<file path="config.mk">
export PLATFORM = sky130hd
export DESIGN_NAME = uart_config_command_interpreter
export DESIGN_NICKNAME = d
export VERILOG_FILES = /design/src/logic/uart_cfg_pkg.sv /design/src/logic/serial_byte_if.sv /design/src/logic/uart_config_command_interpreter.sv /design/src/logic/uart_byte_rx.sv /design/src/logic/uart_byte_tx.sv
export SDC_FILE = /design/constraint.sdc
export NUM_CORES = 2
export LEC_CHECK = 0
export BUFFER_PORTS_ARGS = -buffer_cell sky130_fd_sc_hd__clkbuf_2
export CAP_MARGIN = 20
export CORE_MARGIN = 2
export CORE_UTILIZATION = 35
export DETAILED_ROUTE_END_ITERATION = 10
export HOLD_SLACK_MARGIN = 0.03
export PLACE_DENSITY = 0.51
export SETUP_SLACK_MARGIN = 0.02
export SLEW_MARGIN = 20
export SYNTH_ARGS = -nofsm -noshare
export SYNTH_HDL_FRONTEND = slang
export SYNTH_HIERARCHICAL = 1
export SYNTH_SLANG_ARGS = --single-unit
export TNS_END_PERCENT = 1
</file>
<file path="constraint.sdc">
create_clock -name mclk -period 10.22 [get_ports mclk]
set_input_delay 2.044 -clock mclk [delete_from_list [all_inputs] [get_ports mclk]]
set_output_delay 2.044 -clock mclk [all_outputs]
set_load 0.03 [all_outputs]
</file>
<file path="src/logic/uart_cfg_pkg.sv">
// Constants shared by the serial configuration interpreter and its UART.
// Assumes a single 20 MHz clock and byte-wide command traffic.
package uart_cfg_pkg;

  // Clock and serial timing
  localparam int unsigned CLK_HZ          = 20000000;
  localparam int unsigned BAUD_FAST       = 9600;
  localparam int unsigned BAUD_SLOW       = 2400;
  localparam int unsigned FAST_BIT_CYCLES = CLK_HZ / BAUD_FAST;
  localparam int unsigned SLOW_BIT_CYCLES = CLK_HZ / BAUD_SLOW;
  localparam int          BIT_CNT_W       = 14;
  localparam logic [3:0]  FRAME_LAST_BIT  = 4'h9;
  localparam logic [2:0]  DATA_LAST_BIT   = 3'h7;

  // Command byte layout and operation codes
  localparam int         OP_MSB       = 7;
  localparam int         OP_LSB       = 6;
  localparam int         ADDR_MSB     = 5;
  localparam logic [1:0] OP_RAM_READ  = 2'h3;
  localparam logic [1:0] OP_EE_READ   = 2'h2;
  localparam logic [1:0] OP_EE_WRITE  = 2'h1;
  localparam logic [1:0] OP_RAM_WRITE = 2'h0;

  // Memory sizes and special addresses
  localparam int         EE_SIZE       = 48;
  localparam int         RAM_SIZE      = 64;
  localparam logic [5:0] EE_LAST       = 6'h2f;
  localparam logic [5:0] RESET_ADDR    = 6'h3f;
  localparam logic [7:0] ACK_BYTE      = 8'hbc;
  localparam logic [7:0] CHECKSUM_GOOD = 8'hff;
  localparam logic [1:0] ACK_COUNT     = 2'h2;
  localparam logic [1:0] ONE_BYTE      = 2'h1;

  // EEPROM byte positions
  localparam int EE_MODE       = 0;
  localparam int EE_BOOT_TRIM  = 1;
  localparam int EE_GNTC1_LOW  = 5;
  localparam int EE_OFTC1_LOW  = 6;
  localparam int EE_TC1_HIGH   = 18;
  localparam int EE_LIM_LO_TRG = 27;
  localparam int EE_LIM_LO_OUT = 28;
  localparam int EE_LIM_HI_TRG = 29;
  localparam int EE_LIM_HI_OUT = 30;
  localparam int EE_TRIM_LOW   = 32;
  localparam int EE_TRIM_MID   = 33;
  localparam int EE_TRIM_HIGH  = 34;
  localparam int EE_THRESH_LOW = 35;
  localparam int EE_THRESH_HI  = 36;
  localparam int EE_FAULT_HIGH = 40;
  localparam int EE_FAULT_LOW  = 41;
  localparam int EE_CLOOP_HIGH = 42;
  localparam int EE_CLOOP_LOW  = 43;

  // Mode byte fields
  localparam int MB_CHECKSUM = 7;
  localparam int MB_DIGITAL  = 6;
  localparam int MB_LIMIT    = 5;
  localparam int MB_STEER    = 4;
  localparam int MB_TURBO    = 3;
  localparam int MB_VOUT     = 2;
  localparam int MB_EXT_TEMP = 1;
  localparam int MB_IOUT     = 0;

  // Live RAM bytes, high byte first
  localparam int RAM_INT_TEMP_HI  = 56;
  localparam int RAM_INT_TEMP_LO  = 57;
  localparam int RAM_FILT_TEMP_HI = 58;
  localparam int RAM_FILT_TEMP_LO = 59;
  localparam int RAM_GAIN_HI      = 60;
  localparam int RAM_GAIN_LO      = 61;
  localparam int RAM_AUX_IN       = 62;

endpackage

</file>
<file path="src/logic/serial_byte_if.sv">
// Byte-level link between the interpreter core and its UART halves.
// Assumes all three sides run on the same clock.
`timescale 1ns/1ps
`default_nettype none
interface serial_byte_if;
  logic                                 rx_valid;
  logic [7:0]                           rx_data;
  logic                                 tx_valid;
  logic                                 tx_ready;
  logic [7:0]                           tx_data;
  logic [uart_cfg_pkg::BIT_CNT_W-1:0]   bit_cycles;

  modport rx_side (output rx_valid, output rx_data, input bit_cycles);
  modport tx_side (input tx_valid, input tx_data, input bit_cycles,
                   output tx_ready);
  modport core    (input rx_valid, input rx_data, input tx_ready,
                   output tx_valid, output tx_data, output bit_cycles);
endinterface
`default_nettype wire

</file>
<file path="src/logic/uart_config_command_interpreter.sv">
// Serial command interpreter: EEPROM and RAM access, soft reset, boot
// checksum, mode decode, limiting, level steering and clock trim choice.
// Assumes a 20 MHz mclk, synchronous high rst and a host that waits for
// each echo or reply before sending the next byte.
`timescale 1ns/1ps
`default_nettype none
module uart_config_command_interpreter #(
  parameter int unsigned SLOW_BIT_CYCLES = uart_cfg_pkg::SLOW_BIT_CYCLES
) (
  input  wire logic        mclk,
  input  wire logic        rst,
  input  wire logic        serial_rx,
  output logic             serial_tx,
  input  wire logic        baud_select,
  input  wire logic [15:0] internal_temp_adc,
  input  wire logic [9:0]  filtered_temp,
  input  wire logic [15:0] gain_stage_adc,
  input  wire logic [7:0]  signal_level,
  input  wire logic        aux_pin_a_in,
  input  wire logic        aux_pin_b_in,
  output logic             aux_pin_a_out,
  output logic             aux_pin_a_oe_n,
  output logic             aux_pin_b_out,
  output logic             aux_pin_b_oe_n,
  output logic             config_ready,
  output logic             checksum_fail,
  output logic             digital_mode,
  output logic             mode_conflict,
  output logic             limit_enable,
  output logic             level_steer_enable,
  output logic             turbo_enable,
  output logic             voltage_output_enable,
  output logic             current_loop_output_enable,
  output logic             external_temp_select,
  output logic             current_loop_fixed,
  output logic [9:0]       current_loop_value,
  output logic             digital_output_override,
  output logic [9:0]       output_value,
  output logic [7:0]       clock_trim,
  output logic [11:0]      gain_tc1,
  output logic [11:0]      offset_tc1
);
  typedef enum logic [4:0] {
    S_BOOT  = 5'h01,
    S_IDLE  = 5'h02,
    S_TX    = 5'h04,
    S_WDATA = 5'h08,
    S_SOFT  = 5'h10
  } core_state_t;

  typedef struct packed {
    core_state_t      st;
    core_state_t      after;
    logic [47:0][7:0] ee;
    logic [47:0][7:0] cfg;
    logic [63:0][7:0] ram;
    logic [5:0]       idx;
    logic [7:0]       sum;
    logic             wr_ee;
    logic [7:0]       tx_byte;
    logic [1:0]       tx_left;
    logic             fail;
    logic [7:0]       trim;
    logic             override;
    logic [9:0]       value;
    logic [1:0]       level;
  } core_t;

  core_t core_reg;
  core_t core_next;

  serial_byte_if link ();

  uart_byte_rx u_rx (
    .mclk      (mclk),
    .rst       (rst),
    .serial_rx (serial_rx),
    .link      (link)
  );

  uart_byte_tx u_tx (
    .mclk      (mclk),
    .rst       (rst),
    .serial_tx (serial_tx),
    .link      (link)
  );

  // Bit period follows the baud strap; the slow one is long enough to
  // need shortening in simulation
  assign link.bit_cycles = baud_select ?
    uart_cfg_pkg::BIT_CNT_W'(uart_cfg_pkg::FAST_BIT_CYCLES) :
    uart_cfg_pkg::BIT_CNT_W'(SLOW_BIT_CYCLES);
  assign link.tx_valid = (core_reg.st == S_TX);
  assign link.tx_data  = core_reg.tx_byte;

  logic [1:0]  cmd_op;
  logic [5:0]  cmd_addr;
  logic [7:0]  mode;
  logic [7:0]  sum_step;
  logic [47:0][7:0] keep_ee;

  // Field split of the incoming command byte
  assign cmd_op   = link.rx_data[uart_cfg_pkg::OP_MSB:uart_cfg_pkg::OP_LSB];
  assign cmd_addr = link.rx_data[uart_cfg_pkg::ADDR_MSB:0];
  // Running config comes only from the boot copy, never the live array
  assign mode     = core_reg.cfg[uart_cfg_pkg::EE_MODE];
  assign sum_step = core_reg.sum + core_reg.ee[core_reg.idx];

  // Command sequencer, boot walk and runtime output selection
  always_comb begin
    core_next = core_reg;
    keep_ee = core_reg.ee;
    case (core_reg.st)
      S_BOOT: begin
        // One byte a cycle: copy into config and accumulate the sum
        core_next.cfg[core_reg.idx] = core_reg.ee[core_reg.idx];
        core_next.sum = sum_step;
        core_next.idx = core_reg.idx + 6'h01;
        if (core_reg.idx == uart_cfg_pkg::EE_LAST) begin
          core_next.idx = 6'h00;
          core_next.st = S_IDLE;
          core_next.fail = core_next.cfg[uart_cfg_pkg::EE_MODE]
                             [uart_cfg_pkg::MB_CHECKSUM] &&
                           (sum_step != uart_cfg_pkg::CHECKSUM_GOOD);
        end
      end
      S_IDLE: begin
        if (link.rx_valid) begin
          core_next.tx_left = uart_cfg_pkg::ONE_BYTE;
          core_next.after = S_IDLE;
          case (cmd_op)
            uart_cfg_pkg::OP_RAM_READ: begin
              core_next.tx_byte = core_reg.ram[cmd_addr];
              core_next.st = S_TX;
            end
            uart_cfg_pkg::OP_EE_READ: begin
              if (cmd_addr == uart_cfg_pkg::RESET_ADDR) begin
                core_next.tx_byte = uart_cfg_pkg::ACK_BYTE;
                core_next.after = S_SOFT;
                core_next.st = S_TX;
              end else if (cmd_addr <= uart_cfg_pkg::EE_LAST) begin
                core_next.tx_byte = core_reg.ee[cmd_addr];
                core_next.st = S_TX;
              end
            end
            default: begin
              // Both writes: echo only if the address exists
              if (cmd_op == uart_cfg_pkg::OP_RAM_WRITE ||
                  cmd_addr <= uart_cfg_pkg::EE_LAST) begin
                core_next.tx_byte = link.rx_data;
                core_next.idx = cmd_addr;
                core_next.wr_ee = (cmd_op == uart_cfg_pkg::OP_EE_WRITE);
                core_next.after = S_WDATA;
                core_next.st = S_TX;
              end
            end
          endcase
        end
      end
      S_TX: begin
        // Host is quiet while we talk, so received bytes are dropped here
        if (link.tx_ready) begin
          core_next.tx_left = core_reg.tx_left - 2'h1;
          if (core_reg.tx_left == uart_cfg_pkg::ONE_BYTE) begin
            core_next.st = core_reg.after;
          end
        end
      end
      S_WDATA: begin
        // Data byte only follows the echo, so the next byte is data
        if (link.rx_valid) begin
          if (core_reg.wr_ee) begin
            core_next.ee[core_reg.idx] = link.rx_data;
          end else begin
            core_next.ram[core_reg.idx] = link.rx_data;
          end
          core_next.tx_byte = uart_cfg_pkg::ACK_BYTE;
          core_next.tx_left = uart_cfg_pkg::ACK_COUNT;
          core_next.after = S_IDLE;
          core_next.st = S_TX;
        end
      end
      default: core_next.st = S_SOFT;
    endcase

    // Clock trim: boot value until the walk ends, then temperature range
    if (core_reg.st == S_BOOT) begin
      core_next.trim = core_reg.ee[uart_cfg_pkg::EE_BOOT_TRIM];
    end else if (internal_temp_adc[15:8] <
                 core_reg.cfg[uart_cfg_pkg::EE_THRESH_LOW]) begin
      core_next.trim = core_reg.cfg[uart_cfg_pkg::EE_TRIM_LOW];
    end else if (internal_temp_adc[15:8] <
                 core_reg.cfg[uart_cfg_pkg::EE_THRESH_HI]) begin
      core_next.trim = core_reg.cfg[uart_cfg_pkg::EE_TRIM_MID];
    end else begin
      core_next.trim = core_reg.cfg[uart_cfg_pkg::EE_TRIM_HIGH];
    end

    // Level indication counts how many of three transitions are passed
    core_next.level = 2'(
      {1'b0, signal_level >= core_reg.cfg[uart_cfg_pkg::EE_LIM_LO_TRG]} +
      {1'b0, signal_level >= core_reg.cfg[uart_cfg_pkg::EE_LIM_LO_OUT]} +
      {1'b0, signal_level >= core_reg.cfg[uart_cfg_pkg::EE_LIM_HI_TRG]});

    // Override priority: checksum fault, then limiting; steering shares
    // the limit bytes so limiting stands down while it is on
    core_next.override = 1'b0;
    core_next.value = 10'h000;
    if (core_reg.fail) begin
      core_next.override = 1'b1;
      core_next.value = {core_reg.cfg[uart_cfg_pkg::EE_FAULT_HIGH][1:0],
                         core_reg.cfg[uart_cfg_pkg::EE_FAULT_LOW]};
    end else if (mode[uart_cfg_pkg::MB_LIMIT] &&
                 !mode[uart_cfg_pkg::MB_STEER] &&
                 core_reg.st != S_BOOT) begin
      if (signal_level < core_reg.cfg[uart_cfg_pkg::EE_LIM_LO_TRG]) begin
        core_next.override = 1'b1;
        core_next.value = {core_reg.cfg[uart_cfg_pkg::EE_LIM_LO_OUT], 2'h0};
      end else if (signal_level >
                   core_reg.cfg[uart_cfg_pkg::EE_LIM_HI_TRG]) begin
        core_next.override = 1'b1;
        core_next.value = {core_reg.cfg[uart_cfg_pkg::EE_LIM_HI_OUT], 2'h0};
      end
    end

    // Live measurements overwrite their RAM slots every cycle, high first
    core_next.ram[uart_cfg_pkg::RAM_INT_TEMP_HI] =
      internal_temp_adc[15:8];
    core_next.ram[uart_cfg_pkg::RAM_INT_TEMP_LO] = internal_temp_adc[7:0];
    core_next.ram[uart_cfg_pkg::RAM_FILT_TEMP_HI] =
      filtered_temp[9:2];
    core_next.ram[uart_cfg_pkg::RAM_FILT_TEMP_LO] =
      {filtered_temp[1:0], 6'h00};
    core_next.ram[uart_cfg_pkg::RAM_GAIN_HI] = gain_stage_adc[15:8];
    core_next.ram[uart_cfg_pkg::RAM_GAIN_LO] = gain_stage_adc[7:0];
    core_next.ram[uart_cfg_pkg::RAM_AUX_IN] =
      {6'h00, aux_pin_b_in, aux_pin_a_in};

    // Soft reset keeps EEPROM contents; power reset has no stored image
    if (rst || core_reg.st == S_SOFT) begin
      keep_ee = rst ? '0 : core_reg.ee;
      core_next = '0;
      core_next.st = S_BOOT;
      core_next.after = S_IDLE;
      core_next.ee = keep_ee;
    end
  end

  always_ff @(posedge mclk) begin
    core_reg <= core_next;
  end

  // Mode decode straight from the boot copy
  assign config_ready          = (core_reg.st != S_BOOT);
  assign checksum_fail         = core_reg.fail;
  assign digital_mode          = mode[uart_cfg_pkg::MB_DIGITAL];
  assign mode_conflict         = mode[uart_cfg_pkg::MB_VOUT] &&
                                 mode[uart_cfg_pkg::MB_IOUT] &&
                                 !mode[uart_cfg_pkg::MB_DIGITAL];
  assign limit_enable          = mode[uart_cfg_pkg::MB_LIMIT];
  assign level_steer_enable    = mode[uart_cfg_pkg::MB_STEER];
  assign turbo_enable          = mode[uart_cfg_pkg::MB_TURBO];
  assign voltage_output_enable = mode[uart_cfg_pkg::MB_VOUT];
  assign current_loop_output_enable = mode[uart_cfg_pkg::MB_IOUT];
  assign external_temp_select  = mode[uart_cfg_pkg::MB_EXT_TEMP];
  assign current_loop_fixed    = mode[uart_cfg_pkg::MB_IOUT] &&
                                 mode[uart_cfg_pkg::MB_VOUT] &&
                                 mode[uart_cfg_pkg::MB_DIGITAL];
  assign current_loop_value    =
    {core_reg.cfg[uart_cfg_pkg::EE_CLOOP_HIGH][1:0],
     core_reg.cfg[uart_cfg_pkg::EE_CLOOP_LOW]};

  // Aux pins: driven only while steering, otherwise left as inputs
  assign aux_pin_a_out  = core_reg.level[0];
  assign aux_pin_b_out  = core_reg.level[1];
  assign aux_pin_a_oe_n = !mode[uart_cfg_pkg::MB_STEER];
  assign aux_pin_b_oe_n = !mode[uart_cfg_pkg::MB_STEER];

  // Shared high byte: upper nibble gain, lower nibble offset
  assign gain_tc1   = {core_reg.cfg[uart_cfg_pkg::EE_TC1_HIGH][7:4],
                       core_reg.cfg[uart_cfg_pkg::EE_GNTC1_LOW]};
  assign offset_tc1 = {core_reg.cfg[uart_cfg_pkg::EE_TC1_HIGH][3:0],
                       core_reg.cfg[uart_cfg_pkg::EE_OFTC1_LOW]};

  assign digital_output_override = core_reg.override;
  assign output_value            = core_reg.value;
  assign clock_trim              = core_reg.trim;
endmodule
`default_nettype wire

</file>
<file path="src/logic/uart_byte_rx.sv">
// UART receiver, 8N1, producing a one-cycle strobe per good frame.
// Assumes serial_rx is already synchronous to mclk; idle line is high.
`timescale 1ns/1ps
`default_nettype none
module uart_byte_rx (
  input  wire logic     mclk,
  input  wire logic     rst,
  input  wire logic     serial_rx,
  serial_byte_if.rx_side link
);
  typedef enum logic [3:0] {
    RX_IDLE  = 4'h1,
    RX_START = 4'h2,
    RX_DATA  = 4'h4,
    RX_STOP  = 4'h8
  } rx_state_t;

  typedef struct packed {
    rx_state_t                          st;
    logic [uart_cfg_pkg::BIT_CNT_W-1:0] cnt;
    logic [2:0]                         bitn;
    logic [7:0]                         sh;
    logic                               valid;
    logic [7:0]                         data;
  } rx_t;

  rx_t rx_reg;
  rx_t rx_next;

  // Sampling at mid-bit tolerates the clock drift the trim table leaves
  always_comb begin
    rx_next = rx_reg;
    rx_next.valid = 1'b0;
    case (rx_reg.st)
      RX_IDLE: begin
        if (!serial_rx) begin
          rx_next.cnt = link.bit_cycles >> 1;
          rx_next.st = RX_START;
        end
      end
      RX_START: begin
        if (rx_reg.cnt == '0) begin
          rx_next.cnt = link.bit_cycles - 1'b1;
          rx_next.bitn = 3'h0;
          rx_next.st = serial_rx ? RX_IDLE : RX_DATA; // Glitch rejected
        end else begin
          rx_next.cnt = rx_reg.cnt - 1'b1;
        end
      end
      RX_DATA: begin
        if (rx_reg.cnt == '0) begin
          rx_next.sh = {serial_rx, rx_reg.sh[7:1]};
          rx_next.cnt = link.bit_cycles - 1'b1;
          rx_next.bitn = rx_reg.bitn + 3'h1;
          if (rx_reg.bitn == uart_cfg_pkg::DATA_LAST_BIT) begin
            rx_next.st = RX_STOP;
          end
        end else begin
          rx_next.cnt = rx_reg.cnt - 1'b1;
        end
      end
      RX_STOP: begin
        if (rx_reg.cnt == '0) begin
          rx_next.valid = serial_rx; // Framing error drops the byte
          rx_next.data = rx_reg.sh;
          rx_next.st = RX_IDLE;
        end else begin
          rx_next.cnt = rx_reg.cnt - 1'b1;
        end
      end
      default: rx_next.st = RX_IDLE;
    endcase
    if (rst) begin
      rx_next = '0;
      rx_next.st = RX_IDLE;
    end
  end

  always_ff @(posedge mclk) begin
    rx_reg <= rx_next;
  end

  assign link.rx_valid = rx_reg.valid;
  assign link.rx_data  = rx_reg.data;
endmodule
`default_nettype wire

</file>
<file path="src/logic/uart_byte_tx.sv">
// UART transmitter, 8N1, with a valid/ready byte handshake.
// Assumes the core holds tx_data steady while tx_valid is high.
`timescale 1ns/1ps
`default_nettype none
module uart_byte_tx (
  input  wire logic     mclk,
  input  wire logic     rst,
  output logic          serial_tx,
  serial_byte_if.tx_side link
);
  typedef enum logic [1:0] {
    TX_IDLE = 2'h1,
    TX_SEND = 2'h2
  } tx_state_t;

  typedef struct packed {
    tx_state_t                          st;
    logic [uart_cfg_pkg::BIT_CNT_W-1:0] cnt;
    logic [3:0]                         bitn;
    logic [9:0]                         sh;
    logic                               line;
  } tx_t;

  tx_t tx_reg;
  tx_t tx_next;

  // Frame is shifted LSB first: start, eight data bits, stop
  always_comb begin
    tx_next = tx_reg;
    case (tx_reg.st)
      TX_IDLE: begin
        tx_next.line = 1'b1;
        if (link.tx_valid) begin
          tx_next.sh = {1'b1, link.tx_data, 1'b0};
          tx_next.cnt = link.bit_cycles - 1'b1;
          tx_next.bitn = 4'h0;
          tx_next.line = 1'b0;
          tx_next.st = TX_SEND;
        end
      end
      TX_SEND: begin
        if (tx_reg.cnt == '0) begin
          tx_next.sh = {1'b1, tx_reg.sh[9:1]};
          tx_next.bitn = tx_reg.bitn + 4'h1;
          tx_next.cnt = link.bit_cycles - 1'b1;
          tx_next.line = tx_reg.sh[1];
          if (tx_reg.bitn == uart_cfg_pkg::FRAME_LAST_BIT) begin
            tx_next.line = 1'b1;
            tx_next.st = TX_IDLE;
          end
        end else begin
          tx_next.cnt = tx_reg.cnt - 1'b1;
        end
      end
      default: tx_next.st = TX_IDLE;
    endcase
    if (rst) begin
      tx_next = '0;
      tx_next.st = TX_IDLE;
      tx_next.line = 1'b1;
    end
  end

  always_ff @(posedge mclk) begin
    tx_reg <= tx_next;
  end

  assign link.tx_ready = (tx_reg.st == TX_IDLE);
  assign serial_tx     = tx_reg.line;
endmodule
`default_nettype wire

</file>
=== Word level (Yosys, flattened, before mapping) ===
Index checks and enable logic that the tools add are counted.

* Input bits: 56
* Register bits after elaboration: 1406

* $add $sub $neg: 10
* Mux-type cells: 80
* Bitwise operators: 4
* Equal/unequal tests: 40
* Reductions and logical operators: 44
* Order comparisons: 11

{| class="wikitable"
|+ Operators by type and width
! cell !! count
|-
| two-way mux 384 bit || 4
|-
| two-way mux 512 bit || 3
|-
| two-way mux 1327 bit || 1
|-
| bitwise mux 384 bit || 2
|-
| bitwise mux 512 bit || 1
|-
| two-way mux 394 bit || 1
|-
| binary-select mux 8 bit (select 6 bit) || 3
|-
| two-way mux 8 bit || 10
|-
| two-way mux 11 bit || 6
|-
| case mux 29 bit (2 select lines) || 1
|-
| two-way mux 14 bit || 4
|-
| demux 8 bit (select 6 bit) || 1
|-
| case mux 14 bit (3 select lines) || 1
|-
| subtractor 14 x 1 -> 14 bit (second input constant) || 3
|-
| case mux 8 bit (2 select lines) || 2
|-
| two-way mux 31 bit || 1
|-
| two-way mux 10 bit || 3
|-
| two-way mux 5 bit || 6
|-
| case mux 5 bit (2 select lines) || 3
|-
| logical NOT 14 bit || 2
|-
| >= comparator 8 bit || 3
|-
| less-than comparator 8 bit || 3
|-
| two-way mux 6 bit || 4
|-
| inequality test 2 x 1 -> 1 bit (second input constant) || 10
|-
| 56 further kinds || 111
|}

=== Depth between registers and ports, before layout ===
* Depth after elaboration: 9
* Depth in mapped cells: 21
* Mapped depth without buffers: 16

=== Modules after synthesis ===
Netlist, hierarchy kept.

{| class="wikitable"
|+ By module, submodules not included
! module !! instances !! cells each !! area an instance (µm²)
|-
| uart_config_command_interpreter || 1 || 5859 || 52755.6
|-
| uart_byte_rx || 1 || 294 || 2296.0
|-
| uart_byte_tx || 1 || 239 || 1886.8
|}

=== Worst setup path after synthesis ===
OpenSTA, ideal clock, no wires.

* Path type: in2reg
* Start: input rst
* End: register core_reg[1000] in the netlist's numbering (enable)
* Path slack: 2.516 ns
* Arrival time: 7.093 ns
* Path buffers: 0
* Library setup time: 0.611 ns
* Cell stages on the path: 1
* Path through: a31o_2

* Cells in the longest elaborated chain, start to end: 3
* Elaborated cells between the ends (all ways): 6
* Classes of those cells: 1 x eq/ne; 5 x reduce/logical

{| class="wikitable"
|+ Ends and longest elaborated chain
! element !! line !! text
|-
| start: declaration || uart_config_command_interpreter.sv:11 || <nowiki>input wire logic rst,</nowiki>
|-
| logical OR 1 bit || uart_config_command_interpreter.sv:240 || <nowiki>if (rst || core_reg.st == S_SOFT) begin</nowiki>
|-
| inequality test 2 bit (no source line) / nonzero test 2 bit (equally long branches) || n/a ||
|-
| AND reduction 4 bit (no source line) (*) || n/a ||
|-
| end signal: assignment || uart_config_command_interpreter.sv:250 || <nowiki>core_reg <= core_next;</nowiki>
|-
| end: declaration || uart_config_command_interpreter.sv:69 || <nowiki>core_t core_reg;</nowiki>
|}

Mark *: on every way between the ends. The rest lies on a longest branch, timed or not.
A chain may end at the register's enable or synchronous reset.

=== Worst setup path in the final report ===
* Start: register core_reg[43] in the netlist's numbering
* End: register core_reg, in the netlist checksum_fail

* Cells in the longest elaborated chain, start to end: 6
* Elaborated cells between the ends (all ways): 13
* Classes of those cells: 1 x add/sub; 2 x order compare; 2 x eq/ne; 5 x mux; 3 x reduce/logical

{| class="wikitable"
|+ Ends and longest elaborated chain
! element
|-
| parallel branches: the longest is 6 deep, another holds adder 8 bit
|}

Several ways; the timed one is not identified. The select of a mux whose other input is x is not followed.

==> flow_summary.ini <==
[timing]
slew_viol_final = 0
worst_pin_slew_ns = 1.13
hold_violations = 0
max-slew-margin-rel_pct = 24.7
fin_crit_ns = 5.71
finalClockSkew_ns = 0.0308
rsz0062_at_grt = no
final.setup.tns_ns = 0
setup_violations = 0
finalCritPeriodShare_pct = 55.8
max_freq_mhz = 175

[setup_path]
cp_top_family = simple AND/OR/NAND/NOR gates
critPathKind = reg2reg
cp-end-kind = register
path_buf_inv = 1
crit_fanout = 35
crit_path_cell_trace = and3_2 > buf_4 > a22oi_1 > a31oi_1 > nor4_1 > nand2_1 > ha_1 > a21oi_1 > o21bai_1 > a21oi_1 > xor2_1 > xnor2_1 > a221oi_1
worstSetupStartpoint = core_reg[43]$_SDFFE_PP0P_
critPathArrivalTime_ns = 6.36
cpPeakStageDelay_ns = 0.97
cp.required_ns = 10.87
rr_startpoint = core_reg[43]$_SDFFE_PP0P_
slowest_stage = dfxtp_1
cp-start-kind = register
crit_top_cell = a21oi_1

[run_status]
status = completed

[detailed_routing]
drcViolationCount = 0
drt_first_pass_iters = 6
via_per_inst = 5.74
drt_iter0_markers = 6407
routedWlPerCell_microns = 24.7
ant_nets = 0
vias = 49400
drt_wl_total_mm = 212

[min_path]
hold_start = core_reg[403]$_SDFFE_PP0P_
min_path_type = reg2reg

[floorplan]
die-height_microns = 407
fp.dieW_microns = 407
dieArea_sq_mm = 0.166
core_area_sq_mm = 0.162
start_util_pct = 35.1
rows = 148
io_pins = 125

[global_routing]
grt.overflow.total = 0
grt_pass1_vias = 47000
grt_max_degree = 192
antenna_found_initial = 6
grtUsageTotal_pct = 24.9
grt_pass1_wl_mm = 317

[finish]
nNetsFinal = 6435
layout_commonest_cell = nand2_1
multi_input_area_sq_mm = 0.0279
largest_reg_flops = 991
nFillCells = 16300
layout_common_cells = 1,665 x nand2_1, 944 x a21oi_1, 739 x dfxtp_1
stdcell_area_sq_mm = 0.0637
layout.area.seq_sq_mm = 0.0265
post-route-util_pct = 39.2
layout-drive-gt1-share_pct = 12.1
n_antenna_cell = 0
syn_to_final_growth_pct = 11.8

[clock_network]
cts_resized = 0
postCtsSetupBuffers = 0
clk_pin_slew_worst_paths_ns = 0.06
cts_max_path_buffers = 3
numClockSinks = 1131
clk_latency_ns = 0.78
cts_made_buffers = 136
cts_tree = built
cts-htree-levels = 4
cts_hold_buf = 0
cts-root-buf = clkbuf_16

[pwr]
peakVddDrop_mv = 0.127
p_leak_nw = 20.9
powerDensity_mw_per_mm2 = 185

[place]
place_area_sq_mm = 0.0593
hpwl_mm = 135
io_buffers = 124
gp_congestion = 0.884

[logic_synthesis]
ys.flop_type = dfxtp_1
ys_types = 94
syn-mean-instance-area_sq_um = 8.91
netlist_area_sq_mm = 0.0569
synth_edf_count = 384
synth-warning-count = 6
async_reset_ff_share_pct = 0
synth_area_leader_cell = dfxtp_1
synthCells = 6392
ys_seq_area_share_pct = 46.5
ys_ff_latch = 1131
synth_area_leaders = dfxtp_1 26%, edfxtp_1 20%, nand2_1 11%
synth_top_area_share_pct = 26.3

[job]
cap_violations = 0
[final cells by class]
class,count,share of cell area [%]
flip-flops and latches,1131,41.7
clock buffers,201,6.17
inverters,77,0.454
well taps,2175,4.28
multi-input cells,4705,43.9
repair buffers,271,2.89
clock inverters,43,0.672
[final timing paths]
kind	endpoint	slack, ns	depth (start not counted)
worst max register to register	checksum_fail$_SDFFE_PP0P_	4.51	13
worst min-delay path	core_reg[403]$_SDFFE_PP0P_	0.45	2
worst min register to register	core_reg[403]$_SDFFE_PP0P_	0.45	2
worst max-delay path	checksum_fail$_SDFFE_PP0P_	4.51	13
[worst register-to-register path: cells and delay by family (launching register included)]
| kind | cells | cell delay, ns |
|---|---|---|
| flip-flops | 1 | 0.97 |
| adder cells (fa/ha/maj) | 1 | 0.42 |
| buffers and inverters | 1 | 0.66 |
| AND/OR/NAND/NOR | 3 | 1.74 |
| XOR/XNOR | 2 | 0.35 |
| AO/OA/AOI/OAI | 6 | 1.44 |
[cell usage after synthesis, drive strengths merged (16+ instances only)]
| cell type | count |
|---|---|
| a211oi | 84 |
| a21oi | 944 |
| a221oi | 28 |
| a22o | 23 |
| a22oi | 169 |
| a31oi | 25 |
| and2 | 56 |
| buf | 224 |
| clkbuf | 314 |
| dfxtp | 747 |
| edfxtp | 384 |
| ha | 55 |
| inv | 76 |
| mux2i | 96 |
| mux4 | 229 |
| nand2 | 1666 |
| nand3 | 195 |
| nand4 | 36 |
| nor2 | 435 |
| nor2b | 28 |
| nor3 | 122 |
| nor4 | 16 |
| o211ai | 18 |
| o21ai | 156 |
| or3 | 17 |
| xnor2 | 17 |
| xor2 | 18 |
[through the flow]
stage	hold WS, ns	instances	setup WS (ns)	total power, W
2_1_floorplan	0.426	6451	2.52	0.00624
3_3_place_gp	0.438	8358	4.80	0.00694
3_5_place_dp	0.444	8359	4.64	0.00698
4_1_cts	0.452	8603	4.64	0.0118
5_1_grt	0.460	8603	4.25	0.0121
6_report	0.450	8603	4.51	0.0118
[report_power, final]
group / internal, W / switching, W / total, W
registers: 0.00486 / 0.000168 / 0.00502
logic: 0.000502 / 0.00142 / 0.00192
clock network: 0.00282 / 0.00200 / 0.00482
[per-layer routing]
metal	global-route usage [%]	share of wire, %	vias up
met1	34.8	43	24200
li1	-	-	22500
met4	9.91	4.1	4
met2	37.5	44	2240
met3	4.93	8.9	431
met5	0	0.011	-
[cell families (layout without fill, tap and decap cells)]
group / after synthesis / after routing / share of synthesized area [%]
adders and majority gates: 57 / 57 / 1.28
xor gates and xnor gates: 35 / 35 / 0.538
buffers and inverters: 615 / 592 / 5.03
and+or+nand+nor: 2644 / 2644 / 19.4
other: 2 / 61 / 0.0132
DFF: 1131 / 1131 / 46.5
AOI/OAI and AO/OA: 1570 / 1570 / 16.2
muxes: 338 / 338 / 11.0
(Power assumes the default switching activity.)
